### src/hdl/cfg_bank_pkg.sv
// Package for the LED driver sync/PLL configuration bank.
// Assumes one 10 MHz system clock and a byte-wide register port.
package cfg_bank_pkg;

  // Register offsets
  localparam logic [7:0] ADDR_TEMP_FILT  = 8'h69;
  localparam logic [7:0] ADDR_PWRLINE    = 8'h6A;
  localparam logic [7:0] ADDR_SLOW_HIGH  = 8'h6B;
  localparam logic [7:0] ADDR_SYNC_LOW   = 8'h6C;
  localparam logic [7:0] ADDR_PLL_SEL    = 8'h6D;
  localparam logic [7:0] ADDR_SYNC_TYPE  = 8'h6E;
  localparam int         REG_COUNT       = 6;

  // Reset values
  localparam logic [7:0] RST_TEMP_FILT   = 8'h00;
  localparam logic [7:0] RST_PWRLINE     = 8'h00;
  localparam logic [7:0] RST_SLOW_HIGH   = 8'h00;
  localparam logic [7:0] RST_SYNC_LOW    = 8'h00;
  localparam logic [7:0] RST_PLL_SEL     = 8'h00;
  localparam logic [7:0] RST_SYNC_TYPE   = 8'h00;

  // Field positions
  localparam int TEMP_GAIN_LSB   = 4;
  localparam int FILT_LEN_LSB    = 0;
  localparam int TEMP_EN_BIT     = 7;
  localparam int FET_TYPE_BIT    = 6;
  localparam int SOFT_START_LSB  = 4;
  localparam int CUR_LIMIT_LSB   = 2;
  localparam int GATE_CUR_LSB    = 0;
  localparam int SYNC_EN_BIT     = 7;
  localparam int PWM_SYNC_BIT    = 6;
  localparam int CNT_RESET_BIT   = 5;
  localparam int SLOW_LOW_LSB    = 0;
  localparam int COEFF_LSB       = 6;
  localparam int DIV_SEL_BIT     = 5;
  localparam int PLL_EN_BIT      = 4;
  localparam int PREDIV_LSB      = 0;
  localparam int SYNC_TYPE_BIT   = 4;

  // Timing
  localparam int CLK_HZ          = 10_000_000;
  localparam int OSC_HZ          = 5_000_000;
  localparam int OSC_DIV         = CLK_HZ / OSC_HZ;
  localparam int MS_TIME         = 1;
  localparam int CYCLES_PER_MS   = CLK_HZ / 1000 * MS_TIME;

  typedef enum logic [1:0] {CLK_OSC_DIRECT, CLK_PLL_INTERNAL, CLK_PLL_SYNC} clk_src_t;
  typedef enum logic {SS_IDLE, SS_RAMP} ss_state_t;

  typedef struct packed {
    logic        sync_en;
    logic        pwm_sync;
    logic        cnt_reset;
    logic [12:0] slow_div;
    logic [1:0]  coeff;
    logic        fast_div;
    logic        pll_en;
    logic [3:0]  prediv;
    logic        frame_type;
  } pll_cfg_t;

endpackage : cfg_bank_pkg

### src/hdl/led_driver_sync_pll_config_bank.sv
// Configuration bank for the LED driver: temperature dimming, power-line FET,
// soft start, comparator filter and the PWM clock/sync PLL path.
// Assumes a single-cycle register port master on SYS_CLK; pins are asynchronous.
// Summary of operation
// - Comparator is filtered for 5 to 460 PWM clock cycles before use.
// - Temperature dimming gain sits in bits 7:4 at 0x69.
// - Bit 7 at 0x6A enables temperature current dimming.
// - Gate current code; pFET always, nFET only during fault recovery.
// - Soft start lasts 5, 10, 20 or 50 ms by bits 5:4.
// - Overcurrent limit code 01/10/11 gives 4, 6 or 8 A.
// - Slow divider is 0x6B as bits 12:5 and 0x6C bits 4:0.
// - Sync input is ignored unless sync enable bit is set.
// - PWM period divided by slow divider feeds the phase detector.
// - Counter reset option clears the PWM generator on sync rising edges.
// - Slow divider coefficient is 16, 32, 64 or 128.
// - Divider select 0 picks slow divider, 1 picks fast divider.
// - PLL off clocks PWM from the 5 MHz oscillator directly.
// - Sync is pre-divided by 1 to 16 from bits 3:0 when sync type is 0; type 1 takes every sync edge.
// - Sync type selects line-rate or frame-rate sync handling.
`timescale 1ns/1ps
module led_driver_sync_pll_config_bank
  import cfg_bank_pkg::*;
#(
  parameter int PWM_BITS   = 8,
  parameter int MS_CYCLES  = CYCLES_PER_MS
)(
  input  wire logic                SYS_CLK,
  input  wire logic                RST,
  input  wire logic [7:0]          ADDR,
  input  wire logic [7:0]          WDATA,
  input  wire logic                WR,
  input  wire logic                RD,
  output logic      [7:0]          RDATA,
  input  wire logic                SYNC_IN,
  input  wire logic                COMP_IN,
  input  wire logic                FAULT_RECOVERY,
  input  wire logic                SOFT_START_GO,
  output logic                     FILTERED_COMP,
  output logic      [3:0]          TEMP_GAIN,
  output logic                     TEMP_DIM_EN,
  output logic      [11:0]         GATE_CURRENT_UA,
  output logic      [3:0]          OC_LIMIT_A,
  output logic      [5:0]          SOFT_START_MS,
  output logic                     SOFT_START_BUSY,
  output logic      [12:0]         SLOW_DIV,
  output logic      [7:0]          SLOW_COEFF,
  output logic                     FAST_DIV_SEL,
  output logic      [1:0]          CLK_SOURCE,
  output logic                     SYNC_FRAME_TYPE,
  output logic                     PWM_TICK,
  output logic      [PWM_BITS-1:0] PWM_COUNT,
  output logic                     PD_UP,
  output logic                     PD_DN
);

  function automatic logic [2:0] reg_index(input logic [7:0] a);
    case (a)
      ADDR_TEMP_FILT: reg_index = 3'h0;
      ADDR_PWRLINE:   reg_index = 3'h1;
      ADDR_SLOW_HIGH: reg_index = 3'h2;
      ADDR_SYNC_LOW:  reg_index = 3'h3;
      ADDR_PLL_SEL:   reg_index = 3'h4;
      ADDR_SYNC_TYPE: reg_index = 3'h5;
      default:        reg_index = 3'h7;
    endcase
  endfunction : reg_index

  function automatic logic [8:0] filter_len(input logic [3:0] code);
    case (code)
      4'h0:    filter_len = 9'h005;
      4'h1:    filter_len = 9'h00A;
      4'h2:    filter_len = 9'h014;
      4'h3:    filter_len = 9'h028;
      4'h4:    filter_len = 9'h03C;
      4'h5:    filter_len = 9'h050;
      4'h6:    filter_len = 9'h064;
      default: filter_len = 9'((code - 4'h7) * 40 + 140);
    endcase
  endfunction : filter_len

  function automatic logic [11:0] gate_ua(input logic [1:0] code, input logic nfet);
    case ({nfet, code})
      3'h0:    gate_ua = 12'h037;
      3'h1:    gate_ua = 12'h06E;
      3'h2:    gate_ua = 12'h0DC;
      3'h3:    gate_ua = 12'h1B8;
      3'h4:    gate_ua = 12'h12C;
      3'h5:    gate_ua = 12'h1F4;
      3'h6:    gate_ua = 12'h3E8;
      default: gate_ua = 12'h898;
    endcase
  endfunction : gate_ua

  // Register file
  logic [7:0] regs [REG_COUNT];
  logic [7:0] next_regs [REG_COUNT];
  logic [7:0] next_rdata;
  logic [2:0] wr_idx;
  logic [2:0] rd_idx;

  assign wr_idx = reg_index(ADDR);
  assign rd_idx = wr_idx;

  always_comb
  begin
    next_regs = regs;
    next_rdata = 8'h00;
    if (WR && wr_idx != 3'h7)
    begin
      next_regs[wr_idx] = WDATA;
    end
    if (RD && rd_idx != 3'h7)
    begin
      next_rdata = regs[rd_idx];
    end
  end

  always_ff @(posedge SYS_CLK or posedge RST)
  begin
    if (RST)
    begin
      regs[0] <= RST_TEMP_FILT;
      regs[1] <= RST_PWRLINE;
      regs[2] <= RST_SLOW_HIGH;
      regs[3] <= RST_SYNC_LOW;
      regs[4] <= RST_PLL_SEL;
      regs[5] <= RST_SYNC_TYPE & (8'h01 << SYNC_TYPE_BIT);
      RDATA   <= 8'h00;
    end
    else
    begin
      regs[0] <= next_regs[0];
      regs[1] <= next_regs[1];
      regs[2] <= next_regs[2];
      regs[3] <= next_regs[3];
      regs[4] <= next_regs[4];
      // Only the sync type bit exists in this register
      regs[5] <= next_regs[5] & (8'h01 << SYNC_TYPE_BIT);
      RDATA   <= next_rdata;
    end
  end

  // Field extraction
  pll_cfg_t   pcfg;
  logic [3:0] filt_code;
  logic       nfet;
  logic [1:0] ss_code;
  clk_src_t   clk_src;
  logic       lock_active;

  assign pcfg.slow_div   = {regs[2], regs[3][SLOW_LOW_LSB +: 5]};
  assign pcfg.sync_en    = regs[3][SYNC_EN_BIT];
  assign pcfg.pwm_sync   = regs[3][PWM_SYNC_BIT];
  assign pcfg.cnt_reset  = regs[3][CNT_RESET_BIT];
  assign pcfg.coeff      = regs[4][COEFF_LSB +: 2];
  assign pcfg.fast_div   = regs[4][DIV_SEL_BIT];
  assign pcfg.pll_en     = regs[4][PLL_EN_BIT];
  assign pcfg.prediv     = regs[4][PREDIV_LSB +: 4];
  assign pcfg.frame_type = regs[5][SYNC_TYPE_BIT];
  assign filt_code       = regs[0][FILT_LEN_LSB +: 4];
  assign nfet            = regs[1][FET_TYPE_BIT];
  assign ss_code         = regs[1][SOFT_START_LSB +: 2];

  always_comb
  begin
    if (!pcfg.pll_en)
      clk_src = CLK_OSC_DIRECT;
    else if (pcfg.sync_en && !pcfg.fast_div)
      clk_src = CLK_PLL_SYNC;
    else
      clk_src = CLK_PLL_INTERNAL;
  end

  // slow divider loop only with sync path
  assign lock_active = (clk_src == CLK_PLL_SYNC) && pcfg.pwm_sync;

  // Pin synchronisers
  logic [3:0] pin_meta;
  logic [3:0] pin_sync;
  logic       sync_prev;
  logic       sync_edge;
  logic       comp_s;
  logic       fault_s;
  logic       go_s;
  logic       go_prev;

  always_ff @(posedge SYS_CLK or posedge RST)
  begin
    if (RST)
    begin
      pin_meta  <= 4'h0;
      pin_sync  <= 4'h0;
      sync_prev <= 1'b0;
      go_prev   <= 1'b0;
    end
    else
    begin
      pin_meta  <= {SOFT_START_GO, FAULT_RECOVERY, COMP_IN, SYNC_IN};
      pin_sync  <= pin_meta;
      sync_prev <= pin_sync[0];
      go_prev   <= pin_sync[3];
    end
  end

  assign comp_s  = pin_sync[1];
  assign fault_s = pin_sync[2];
  assign go_s    = pin_sync[3];
  assign sync_edge = pcfg.sync_en && pin_sync[0] && !sync_prev;

  // PWM generator, pre-divider, feedback divider, phase detector
  logic [0:0]          osc_cnt,  next_osc_cnt;
  logic [PWM_BITS-1:0] pwm_cnt,  next_pwm_cnt;
  logic [3:0]          pre_cnt,  next_pre_cnt;
  logic [12:0]         fb_cnt,   next_fb_cnt;
  logic                pd_up,    next_pd_up;
  logic                pd_dn,    next_pd_dn;
  logic                ref_pulse;
  logic                fb_pulse;
  logic                pre_pulse;
  logic                wrap;

  assign PWM_TICK = (clk_src == CLK_OSC_DIRECT) ? (osc_cnt == 1'(OSC_DIV - 1)) : 1'b1;
  assign wrap = PWM_TICK && (pwm_cnt == {PWM_BITS{1'b1}});
  assign pre_pulse = sync_edge && (pre_cnt == pcfg.prediv);
  assign ref_pulse = lock_active && (pcfg.frame_type ? sync_edge : pre_pulse);
  // feedback pulse after slow divider periods
  assign fb_pulse = lock_active && wrap && (fb_cnt + 13'h0001 >= pcfg.slow_div);

  always_comb
  begin
    next_osc_cnt = (clk_src == CLK_OSC_DIRECT) ? osc_cnt + 1'b1 : 1'b0;
    next_pwm_cnt = pwm_cnt;
    if (pcfg.cnt_reset && sync_edge)
      next_pwm_cnt = '0;
    else if (PWM_TICK)
      next_pwm_cnt = pwm_cnt + 1'b1;
    next_pre_cnt = pre_cnt;
    if (pre_pulse)
      next_pre_cnt = 4'h0;
    else if (sync_edge)
      next_pre_cnt = pre_cnt + 4'h1;
    next_fb_cnt = fb_cnt;
    if (!lock_active || fb_pulse)
      next_fb_cnt = 13'h0000;
    else if (wrap)
      next_fb_cnt = fb_cnt + 13'h0001;
    next_pd_up = pd_up | ref_pulse;
    next_pd_dn = pd_dn | fb_pulse;
    if (!lock_active || (next_pd_up && next_pd_dn))
    begin
      next_pd_up = 1'b0;
      next_pd_dn = 1'b0;
    end
  end

  always_ff @(posedge SYS_CLK or posedge RST)
  begin
    if (RST)
    begin
      osc_cnt <= 1'b0;
      pwm_cnt <= '0;
      pre_cnt <= 4'h0;
      fb_cnt  <= 13'h0000;
      pd_up   <= 1'b0;
      pd_dn   <= 1'b0;
    end
    else
    begin
      osc_cnt <= next_osc_cnt;
      pwm_cnt <= next_pwm_cnt;
      pre_cnt <= next_pre_cnt;
      fb_cnt  <= next_fb_cnt;
      pd_up   <= next_pd_up;
      pd_dn   <= next_pd_dn;
    end
  end

  assign PWM_COUNT = pwm_cnt;
  assign PD_UP     = pd_up;
  assign PD_DN     = pd_dn;

  // Comparator filter and soft-start timer
  logic        comp_filt, next_comp_filt;
  logic [8:0]  filt_cnt,  next_filt_cnt;
  ss_state_t   ss_state,  next_ss_state;
  logic [15:0] cyc_cnt,   next_cyc_cnt;
  logic [5:0]  ms_cnt,    next_ms_cnt;
  logic [5:0]  ss_ms;

  always_comb
  begin
    case (ss_code)
      2'h0:    ss_ms = 6'h05;
      2'h1:    ss_ms = 6'h0A;
      2'h2:    ss_ms = 6'h14;
      default: ss_ms = 6'h32;
    endcase
  end

  always_comb
  begin
    next_comp_filt = comp_filt;
    next_filt_cnt  = filt_cnt;
    // comparator must hold for the filter length
    if (comp_s == comp_filt)
      next_filt_cnt = 9'h000;
    else if (PWM_TICK)
    begin
      if (filt_cnt + 9'h001 >= filter_len(filt_code))
      begin
        next_comp_filt = comp_s;
        next_filt_cnt  = 9'h000;
      end
      else
        next_filt_cnt = filt_cnt + 9'h001;
    end
    next_ss_state = ss_state;
    next_cyc_cnt  = cyc_cnt;
    next_ms_cnt   = ms_cnt;
    case (ss_state)
      SS_IDLE:
      begin
        next_cyc_cnt = 16'h0000;
        next_ms_cnt  = 6'h00;
        if (go_s && !go_prev)
          next_ss_state = SS_RAMP;
      end
      SS_RAMP:
      begin
        next_cyc_cnt = cyc_cnt + 16'h0001;
        if (cyc_cnt == 16'(MS_CYCLES - 1))
        begin
          next_cyc_cnt = 16'h0000;
          next_ms_cnt  = ms_cnt + 6'h01;
          if (ms_cnt + 6'h01 >= ss_ms)
            next_ss_state = SS_IDLE;
        end
      end
      default: next_ss_state = SS_IDLE;
    endcase
  end

  always_ff @(posedge SYS_CLK or posedge RST)
  begin
    if (RST)
    begin
      comp_filt <= 1'b0;
      filt_cnt  <= 9'h000;
      ss_state  <= SS_IDLE;
      cyc_cnt   <= 16'h0000;
      ms_cnt    <= 6'h00;
    end
    else
    begin
      comp_filt <= next_comp_filt;
      filt_cnt  <= next_filt_cnt;
      ss_state  <= next_ss_state;
      cyc_cnt   <= next_cyc_cnt;
      ms_cnt    <= next_ms_cnt;
    end
  end

  assign FILTERED_COMP   = comp_filt;
  assign SOFT_START_BUSY = (ss_state == SS_RAMP);

  // Registered decoded outputs
  always_ff @(posedge SYS_CLK or posedge RST)
  begin
    if (RST)
    begin
      TEMP_GAIN       <= 4'h0;
      TEMP_DIM_EN     <= 1'b0;
      GATE_CURRENT_UA <= 12'h000;
      OC_LIMIT_A      <= 4'h0;
      SOFT_START_MS   <= 6'h00;
      SLOW_DIV        <= 13'h0000;
      SLOW_COEFF      <= 8'h00;
      FAST_DIV_SEL    <= 1'b0;
      CLK_SOURCE      <= 2'h0;
      SYNC_FRAME_TYPE <= 1'b0;
    end
    else
    begin
      // gain applies only when dimming enabled
      TEMP_DIM_EN <= regs[1][TEMP_EN_BIT];
      TEMP_GAIN   <= regs[1][TEMP_EN_BIT] ? regs[0][TEMP_GAIN_LSB +: 4] : 4'h0;
      // nFET current only in fault recovery
      GATE_CURRENT_UA <= (nfet && !fault_s) ? 12'h000 : gate_ua(regs[1][GATE_CUR_LSB +: 2], nfet);
      // limit in amps, code 00 off
      OC_LIMIT_A <= (regs[1][CUR_LIMIT_LSB +: 2] == 2'h0) ? 4'h0
                  : ({1'b0, regs[1][CUR_LIMIT_LSB +: 2], 1'b0} + 4'h2);
      SOFT_START_MS   <= ss_ms;
      SLOW_DIV        <= pcfg.slow_div;
      SLOW_COEFF      <= 8'h10 << pcfg.coeff;
      FAST_DIV_SEL    <= pcfg.fast_div;
      CLK_SOURCE      <= clk_src;
      SYNC_FRAME_TYPE <= pcfg.frame_type;
    end
  end

  unmapped_read_a: assert property (@(posedge SYS_CLK) disable iff (RST)
    RD && reg_index(ADDR) == 3'h7 |=> RDATA == 8'h00) else $error("unmapped read not zero");
  reg_readback_a: assert property (@(posedge SYS_CLK) disable iff (RST)
    WR && ADDR == ADDR_PWRLINE ##1 RD && !WR && ADDR == ADDR_PWRLINE |=> RDATA == $past(WDATA, 2))
    else $error("readback mismatch");
  sync_gate_a: assert property (@(posedge SYS_CLK) disable iff (RST)
    !regs[3][SYNC_EN_BIT] |-> !sync_edge) else $error("sync edge while disabled");
  counter_reset_a: assert property (@(posedge SYS_CLK) disable iff (RST)
    sync_edge && regs[3][CNT_RESET_BIT] |=> PWM_COUNT == '0) else $error("pwm not reset on sync");
  temp_dim_a: assert property (@(posedge SYS_CLK) disable iff (RST)
    !$past(regs[1][TEMP_EN_BIT]) |-> TEMP_GAIN == 4'h0 && !TEMP_DIM_EN) else $error("dimming while disabled");
  gate_zero_a: assert property (@(posedge SYS_CLK) disable iff (RST)
    $past(nfet) && !$past(fault_s) |-> GATE_CURRENT_UA == 12'h000) else $error("nfet gate current outside recovery");
  pd_exclusive_a: assert property (@(posedge SYS_CLK) disable iff (RST)
    !(PD_UP && PD_DN)) else $error("phase detector both set");
  pd_idle_a: assert property (@(posedge SYS_CLK) disable iff (RST)
    !$past(lock_active) |-> !PD_UP && !PD_DN) else $error("phase detector set while unlocked");
  direct_tick_a: assert property (@(posedge SYS_CLK) disable iff (RST)
    clk_src == CLK_OSC_DIRECT && $stable(clk_src) && PWM_TICK |=> !PWM_TICK || clk_src != CLK_OSC_DIRECT)
    else $error("direct tick too fast");

endmodule : led_driver_sync_pll_config_bank

### config.mk
export PLATFORM = sky130hd
export DESIGN_NAME = led_driver_sync_pll_config_bank
export DESIGN_NICKNAME = d
export VERILOG_FILES = /design/src/hdl/cfg_bank_pkg.sv /design/src/hdl/led_driver_sync_pll_config_bank.sv
export SDC_FILE = /design/constraint.sdc
export NUM_CORES = 1
export LEC_CHECK = 0
export BUFFER_PORTS_ARGS = -buffer_cell sky130_fd_sc_hd__buf_2
export CAP_MARGIN = 40
export CORE_MARGIN = 5
export CORE_UTILIZATION = 45
export CTS_CLUSTER_DIAMETER = 50
export DETAILED_ROUTE_END_ITERATION = 7
export GPL_TIMING_DRIVEN = 0
export REMOVE_ABC_BUFFERS = 1
export SYNTH_ARGS = -nofsm -noshare
export SYNTH_HDL_FRONTEND = slang
export SYNTH_SLANG_ARGS = --single-unit
### constraint.sdc
create_clock -name SYS_CLK -period 5.85 [get_ports SYS_CLK]
set_input_delay 0 -clock SYS_CLK [delete_from_list [all_inputs] [get_ports SYS_CLK]]
set_output_delay 0 -clock SYS_CLK [all_outputs]
set_load 0.005 [all_outputs]
# Yosys cells after proc, flatten, opt, wreduce, memory -nomap -nowiden
# Cells that the tools add are included.
# word_totals
out_inout_bits,73
input_bits,24
reg_bits,172
word_cells,154
# classes
multipliers,1
n_mux,40
shifts,1
n_reduce_logical,33
addsub,10
n_bitwise,5
magnitude_cmp,5
eq_ne,27
# ops
cell,count
$pmux W12 S7,1
$pmux W9 S7,1
$bwmux W48,1
$eq A8 B7 Y1 const B,6
$mux W8,6
$mux W9,5
$mul A32 B3 Y6 const B,1
$pmux W16 S2,1
$mux W13,2
$bmux W8 S3,1
$demux W8 S3,1
$pmux W3 S6,1
$pmux W6 S3,1
$add A16 B1 Y16 const B,1
$eq A16 B14 Y1 const B,1
$logic_and A1 B1 Y1,16
$mux W16,1
$mux W4,4
$add A13 B1 Y13 const B,1
$ge A13 B13 Y1,1
$eq A4 B3 Y1 const B,3
$mux W12,1
$pmux W6 S2,1
$add A9 B1 Y9 const B,1
38 further kinds,63

# Longest topological paths before layout
# logic_depth
depth_word,13
mapped_depth,17
ltp_nobuf,15

# Worst setup path after synthesis
# OpenSTA, ideal clock, no wires.
# synth_timing
path_type,flip-flop to flip-flop
startpoint,register regs (netlist bit filt_code[2])
endpoint,"register comp_filt, in the netlist FILTERED_COMP"
required_ps,5725
n_path_buf,2
setup_ps,125
path_stages_with_launch,18
synth_period_minus_slack_ps,3636
arrival_ps,3511
slack_ps,2214
path_cell_list,dfrtp_1 buf_2 clkbuf_1 nand3_1 xor2_1 ha_1 ha_1 inv_1 fa_1 xor2_1 xnor3_1 nand2_1 ha_1 nand3_1 nor2_1 a221oi_4 nor2_2 mux2_4
# synth_via
elab_chain_cells,8
word_cells_on_any_way,15
cone_classes,add/sub: 2; mul: 1; order compare: 1; eq/ne: 6; mux: 3; reduce/logical: 2
# synth_lines
item,line_no,text
start: declaration,led_driver_sync_pll_config_bank.sv:95,logic [7:0] regs [REG_COUNT];
$sub A4 B3 Y5,led_driver_sync_pll_config_bank.sv:77,default: filter_len = 9'((code - 4'h7) * 40 + 140);
$mul A32 B3 Y6,led_driver_sync_pll_config_bank.sv:77,
$add A9 B8 Y9,led_driver_sync_pll_config_bank.sv:77,
$pmux W9 S7 *,led_driver_sync_pll_config_bank.sv:69,case (code)
$mux W9 *,led_driver_sync_pll_config_bank.sv:307,else if (PWM_TICK)
$mux W9 *,led_driver_sync_pll_config_bank.sv:305,if (comp_s == comp_filt)
$ge A9 B9 Y1 *,led_driver_sync_pll_config_bank.sv:309,if (filt_cnt + 9'h001 >= filter_len(filt_code))
$reduce_and A3 Y1 (no source line) *,--,
end signal: assignment,led_driver_sync_pll_config_bank.sv:355,comp_filt <= next_comp_filt;
end: declaration,led_driver_sync_pll_config_bank.sv:283,"logic comp_filt, next_comp_filt;"
# Mark *: on every way between the ends. The rest lies on a longest branch, timed or not. The select of a mux whose other input is x is not followed.
# A chain may end at the register's enable or synchronous reset.

# Final worst setup path
# layout_timing
startpoint,register regs (netlist bit filt_code[0])
endpoint,"register comp_filt, in the netlist FILTERED_COMP"
# Same word-level chain as after synthesis.

==> key figures <==
Cells and area
  • Area delta synth->final: 16.2%
  • Final Util: 0.534
  • Layout cell share with drive strength beyond 1: 0.189
  • # diodes: 0
  • Fill count: 1,573
  • Fin area: 9660 sq um
  • Nets: 930

Route
  • Wire length per cell: 16.3 um
  • # DRC: 0
  • DRT Pass-1 Iters: 5
  • Vias per cell: 5.29
  • Detail Route Antenna Nets: 0
  • Aggregate routed wire length: 18,000 um
  • Detailed Route Iter0 Violations: 253
  • DR vias: 5,834

Power
  • Final Total Pwr: 2890 uW
  • Lkg Pwr: 0.00476 uW
  • Power Density: 299 nW/um^2
  • Internal Pwr Total: 2090 uW
  • Reg power frac: 0.461
  • Peak VDD IR: 0.000209 V
  • Fraction of power consumed by combinational cells: 0.152
  • Clock share of power: 0.387
  • Switching pwr: 797 uW
  • Sw frac: 0.276

Die
  • # rows: 49
  • Die ar.: 21,300 sq um
  • Num ports: 97
  • DIE WIDTH: 146 um
  • Core area: 18,100 sq um
  • Initial Utilization: 0.459
  • Die H: 146 um

Global route
  • Remaining global-route overflow: 0
  • Antenna violations before repair: 0
  • GR Util All Layers: 0.176
  • First-pass GRT wire length: 30,700 um
  • Largest net degree at the start of global routing: 128
  • Vias in the first global route: 5,974

Synthesis
  • Most frequent cells after synthesis: 166 x dfrtp_1, 64 x nor2_1, 57 x nand2_1, 44 x ha_1, 33 x inv_1
  • EDFF count, synth: 0
  • Mapped Cells: 766
  • Yosys warning count: 0
  • Top cells by area, synth: dfrtp_1 50%, ha_1 6.6%, mux2_1 3.8%
  • Avg Cell Area, Syn: 10.8 sq um
  • Sequential share of the synthesized area: 0.500
  • Area fraction of the dominant cell type after synthesis: 0.500
  • Mapped Area: 8310 sq um
  • Synth Register Bits: 166
  • Distinct cells, synth: 73
  • Synth Flop Type: dfrtp_1
  • Cell accounting for the most synthesized area: dfrtp_1
  • Synth async-reset ratio: 1.00
  • Count leader, synth: dfrtp_1

STA
  • Final critical-path share of the clock period: 0.702
  • Minimum clock period: 4110 ps
  • Slew @ Worst Pin: 739 ps
  • Fmax: 243 MHz
  • Final slew viol count: 0
  • Fin. Hold Viols: 0
  • Slew HR: 0.504
  • Setup Skew: 7.87 ps
  • RSZ-0062 raised after global routing: no
  • # setup viols final: 0
  • Setup TNS: 0 ps

Place
  • I/O Buffers: 90
  • Detailed placement HPWL: 13,200 um
  • Area of placed instances: 8920 sq um
  • Final GP Congestion: 0.813

CTS
  • CTS buffer count: 17
  • Clock Sink Count: 166
  • Clock root buffer: clkbuf_16
  • Worst-Skew Late Latency: 420 ps
  • Max Root-Sink Buffers: 2
  • Clock-pin slew on the worst setup and hold paths: 60 ps
  • H-tree depth: 4
  • CTS tree: built

Job
  • Max-Cap Viols: 0

Setup path
  • Crit path max fanout: 12
  • Crit path DAT: 4410 ps
  • Required @ worst endpoint: 6160 ps
  • CP Capture Type: flip-flop
  • Crit Path Class: reg2reg
  • Worst setup SP type: flip-flop

Status
  • Status: complete, no violations

Worst hold path
  • Hold crit path type: in2reg
[final cells by class]
cell class | instances | area (sq um) | share of cell area
clock buffer | 19 | 453 | 0.0469
clock inverter | 13 | 144 | 0.0149
inverter | 34 | 135 | 0.0140
multi-input combinational | 535 | 3850 | 0.399
sequential | 166 | 4150 | 0.430
tap | 229 | 287 | 0.0297
timing repair buffer | 107 | 633 | 0.0656
[kinds of logic (layout without fill, tap and decap cells)]
group | after synthesis | count (layout) | share of synthesized area
AOI/OAI and AO/OA | 120 | 120 | 0.101
xor gates and xnor gates | 57 | 57 | 0.0627
and+or+nand+nor | 259 | 259 | 0.163
buffers and inverters | 70 | 173 | 0.0387
muxes | 48 | 48 | 0.0649
adders and majority gates | 45 | 45 | 0.0687
DFF | 166 | 166 | 0.500
other | 1 | 6 | 0.000451
[power groups by stage]
stage               logic [uW]  registers, uW  clock network [uW]
finish                     438           1330                1120
global placement           410           1350                   0
detailed placement         434           1350                   0
CTS                        443           1330                1150
global route               502           1350                1200
floorplan                  290           1330                   0
[stage by stage]
step / instances / setup WS (ps) / hold WS [ps]
6_report: 1103 / 1740 / 24.8
5_1_grt: 1103 / 1470 / 20.3
3_5_place_dp: 1057 / 1740 / 2.35
3_3_place_gp: 1054 / -238 / 110
2_1_floorplan: 735 / 1360 / 31.4
4_1_cts: 1103 / 1730 / 3.40
[state kept, by name, indices dropped and copies added (netlist names), 2 cells and up]
register and count:
cyc_cnt 16, ms_cnt 6, filt_cnt 9, SOFT_START_MS 6, TEMP_GAIN 4, PWM_COUNT 8
SLOW_DIV 13, fb_cnt 13, RDATA 8, OC_LIMIT_A 3, CLK_SOURCE 2, pre_cnt 4
SLOW_COEFF 4, regs 11, GATE_CURRENT_UA 11, pcfg 25, pin_meta 4, filt_code 4
pin_sync 4
[timing repair]
action,in CTS,in global routing
hold buffers,14,0
gates resized for setup,0,0
hold endpoints to repair,86,0
buffers inserted,0,0
[layer usage]
layer	part of all wire	up-vias	GRT usage
met1	0.46	2833	0.236
li1	-	2844	-
met3	0.050	19	0.0374
met4	0.015	0	0.0560
met5	0	-	0
met2	0.48	138	0.289
[worst paths after layout]
| check | startpoint | endpoint | slack (ps) | depth (start not counted) |
|---|---|---|---|---|
| setup / recovery | filt_code[0] | FILTERED_COMP | 1740 | 15 |
| hold / removal | WR | pcfg[0] | 20 | 3 |
| setup reg to reg | filt_code[0] | FILTERED_COMP | 1740 | 15 |
| hold reg to reg | pin_meta[2] | pin_sync[2] | 350 | 0 |
| max in group asynchronous | RST | fb_cnt[6] | 4800 | 4 |
| min in group asynchronous | RST | GATE_CURRENT_UA[7] | 100 | 3 |
[placed cells by master (no fill, tap or decap), types with 12 or more instances in the layout]
| cell | Yosys | layout |
|---|---|---|
| a21oi_1 | 32 | 32 |
| a22o_1 | 12 | 12 |
| and2_1 | 16 | 16 |
| and3_1 | 12 | 12 |
| buf_2 | 10 | 90 |
| clkbuf_16 | 0 | 17 |
| dfrtp_1 | 166 | 166 |
| dlygate4sd3_1 | 0 | 14 |
| ha_1 | 44 | 44 |
| inv_1 | 33 | 32 |
| mux2_1 | 28 | 28 |
| mux2_2 | 15 | 15 |
| nand2_1 | 57 | 57 |
| nand3_1 | 29 | 29 |
| nor2_1 | 64 | 64 |
| nor2b_1 | 19 | 19 |
| o21ai_0 | 20 | 20 |
| xnor2_1 | 24 | 24 |
| xor2_1 | 31 | 31 |
[worst max-delay path: stages, from the launching register on]
cell and delay [ps]:
dfrtp_1 610, inv_1 160, ha_1 380, ha_1 320, ha_1 140, inv_1 50, fa_1 380, xor2_1 170
xnor3_1 420, nand2_1 90, ha_1 270, nand3_1 100, nor2_1 70, a221oi_4 470, nor2_2 70, mux2_4 300
No activity file was read; power rests on OpenSTA's default activity.
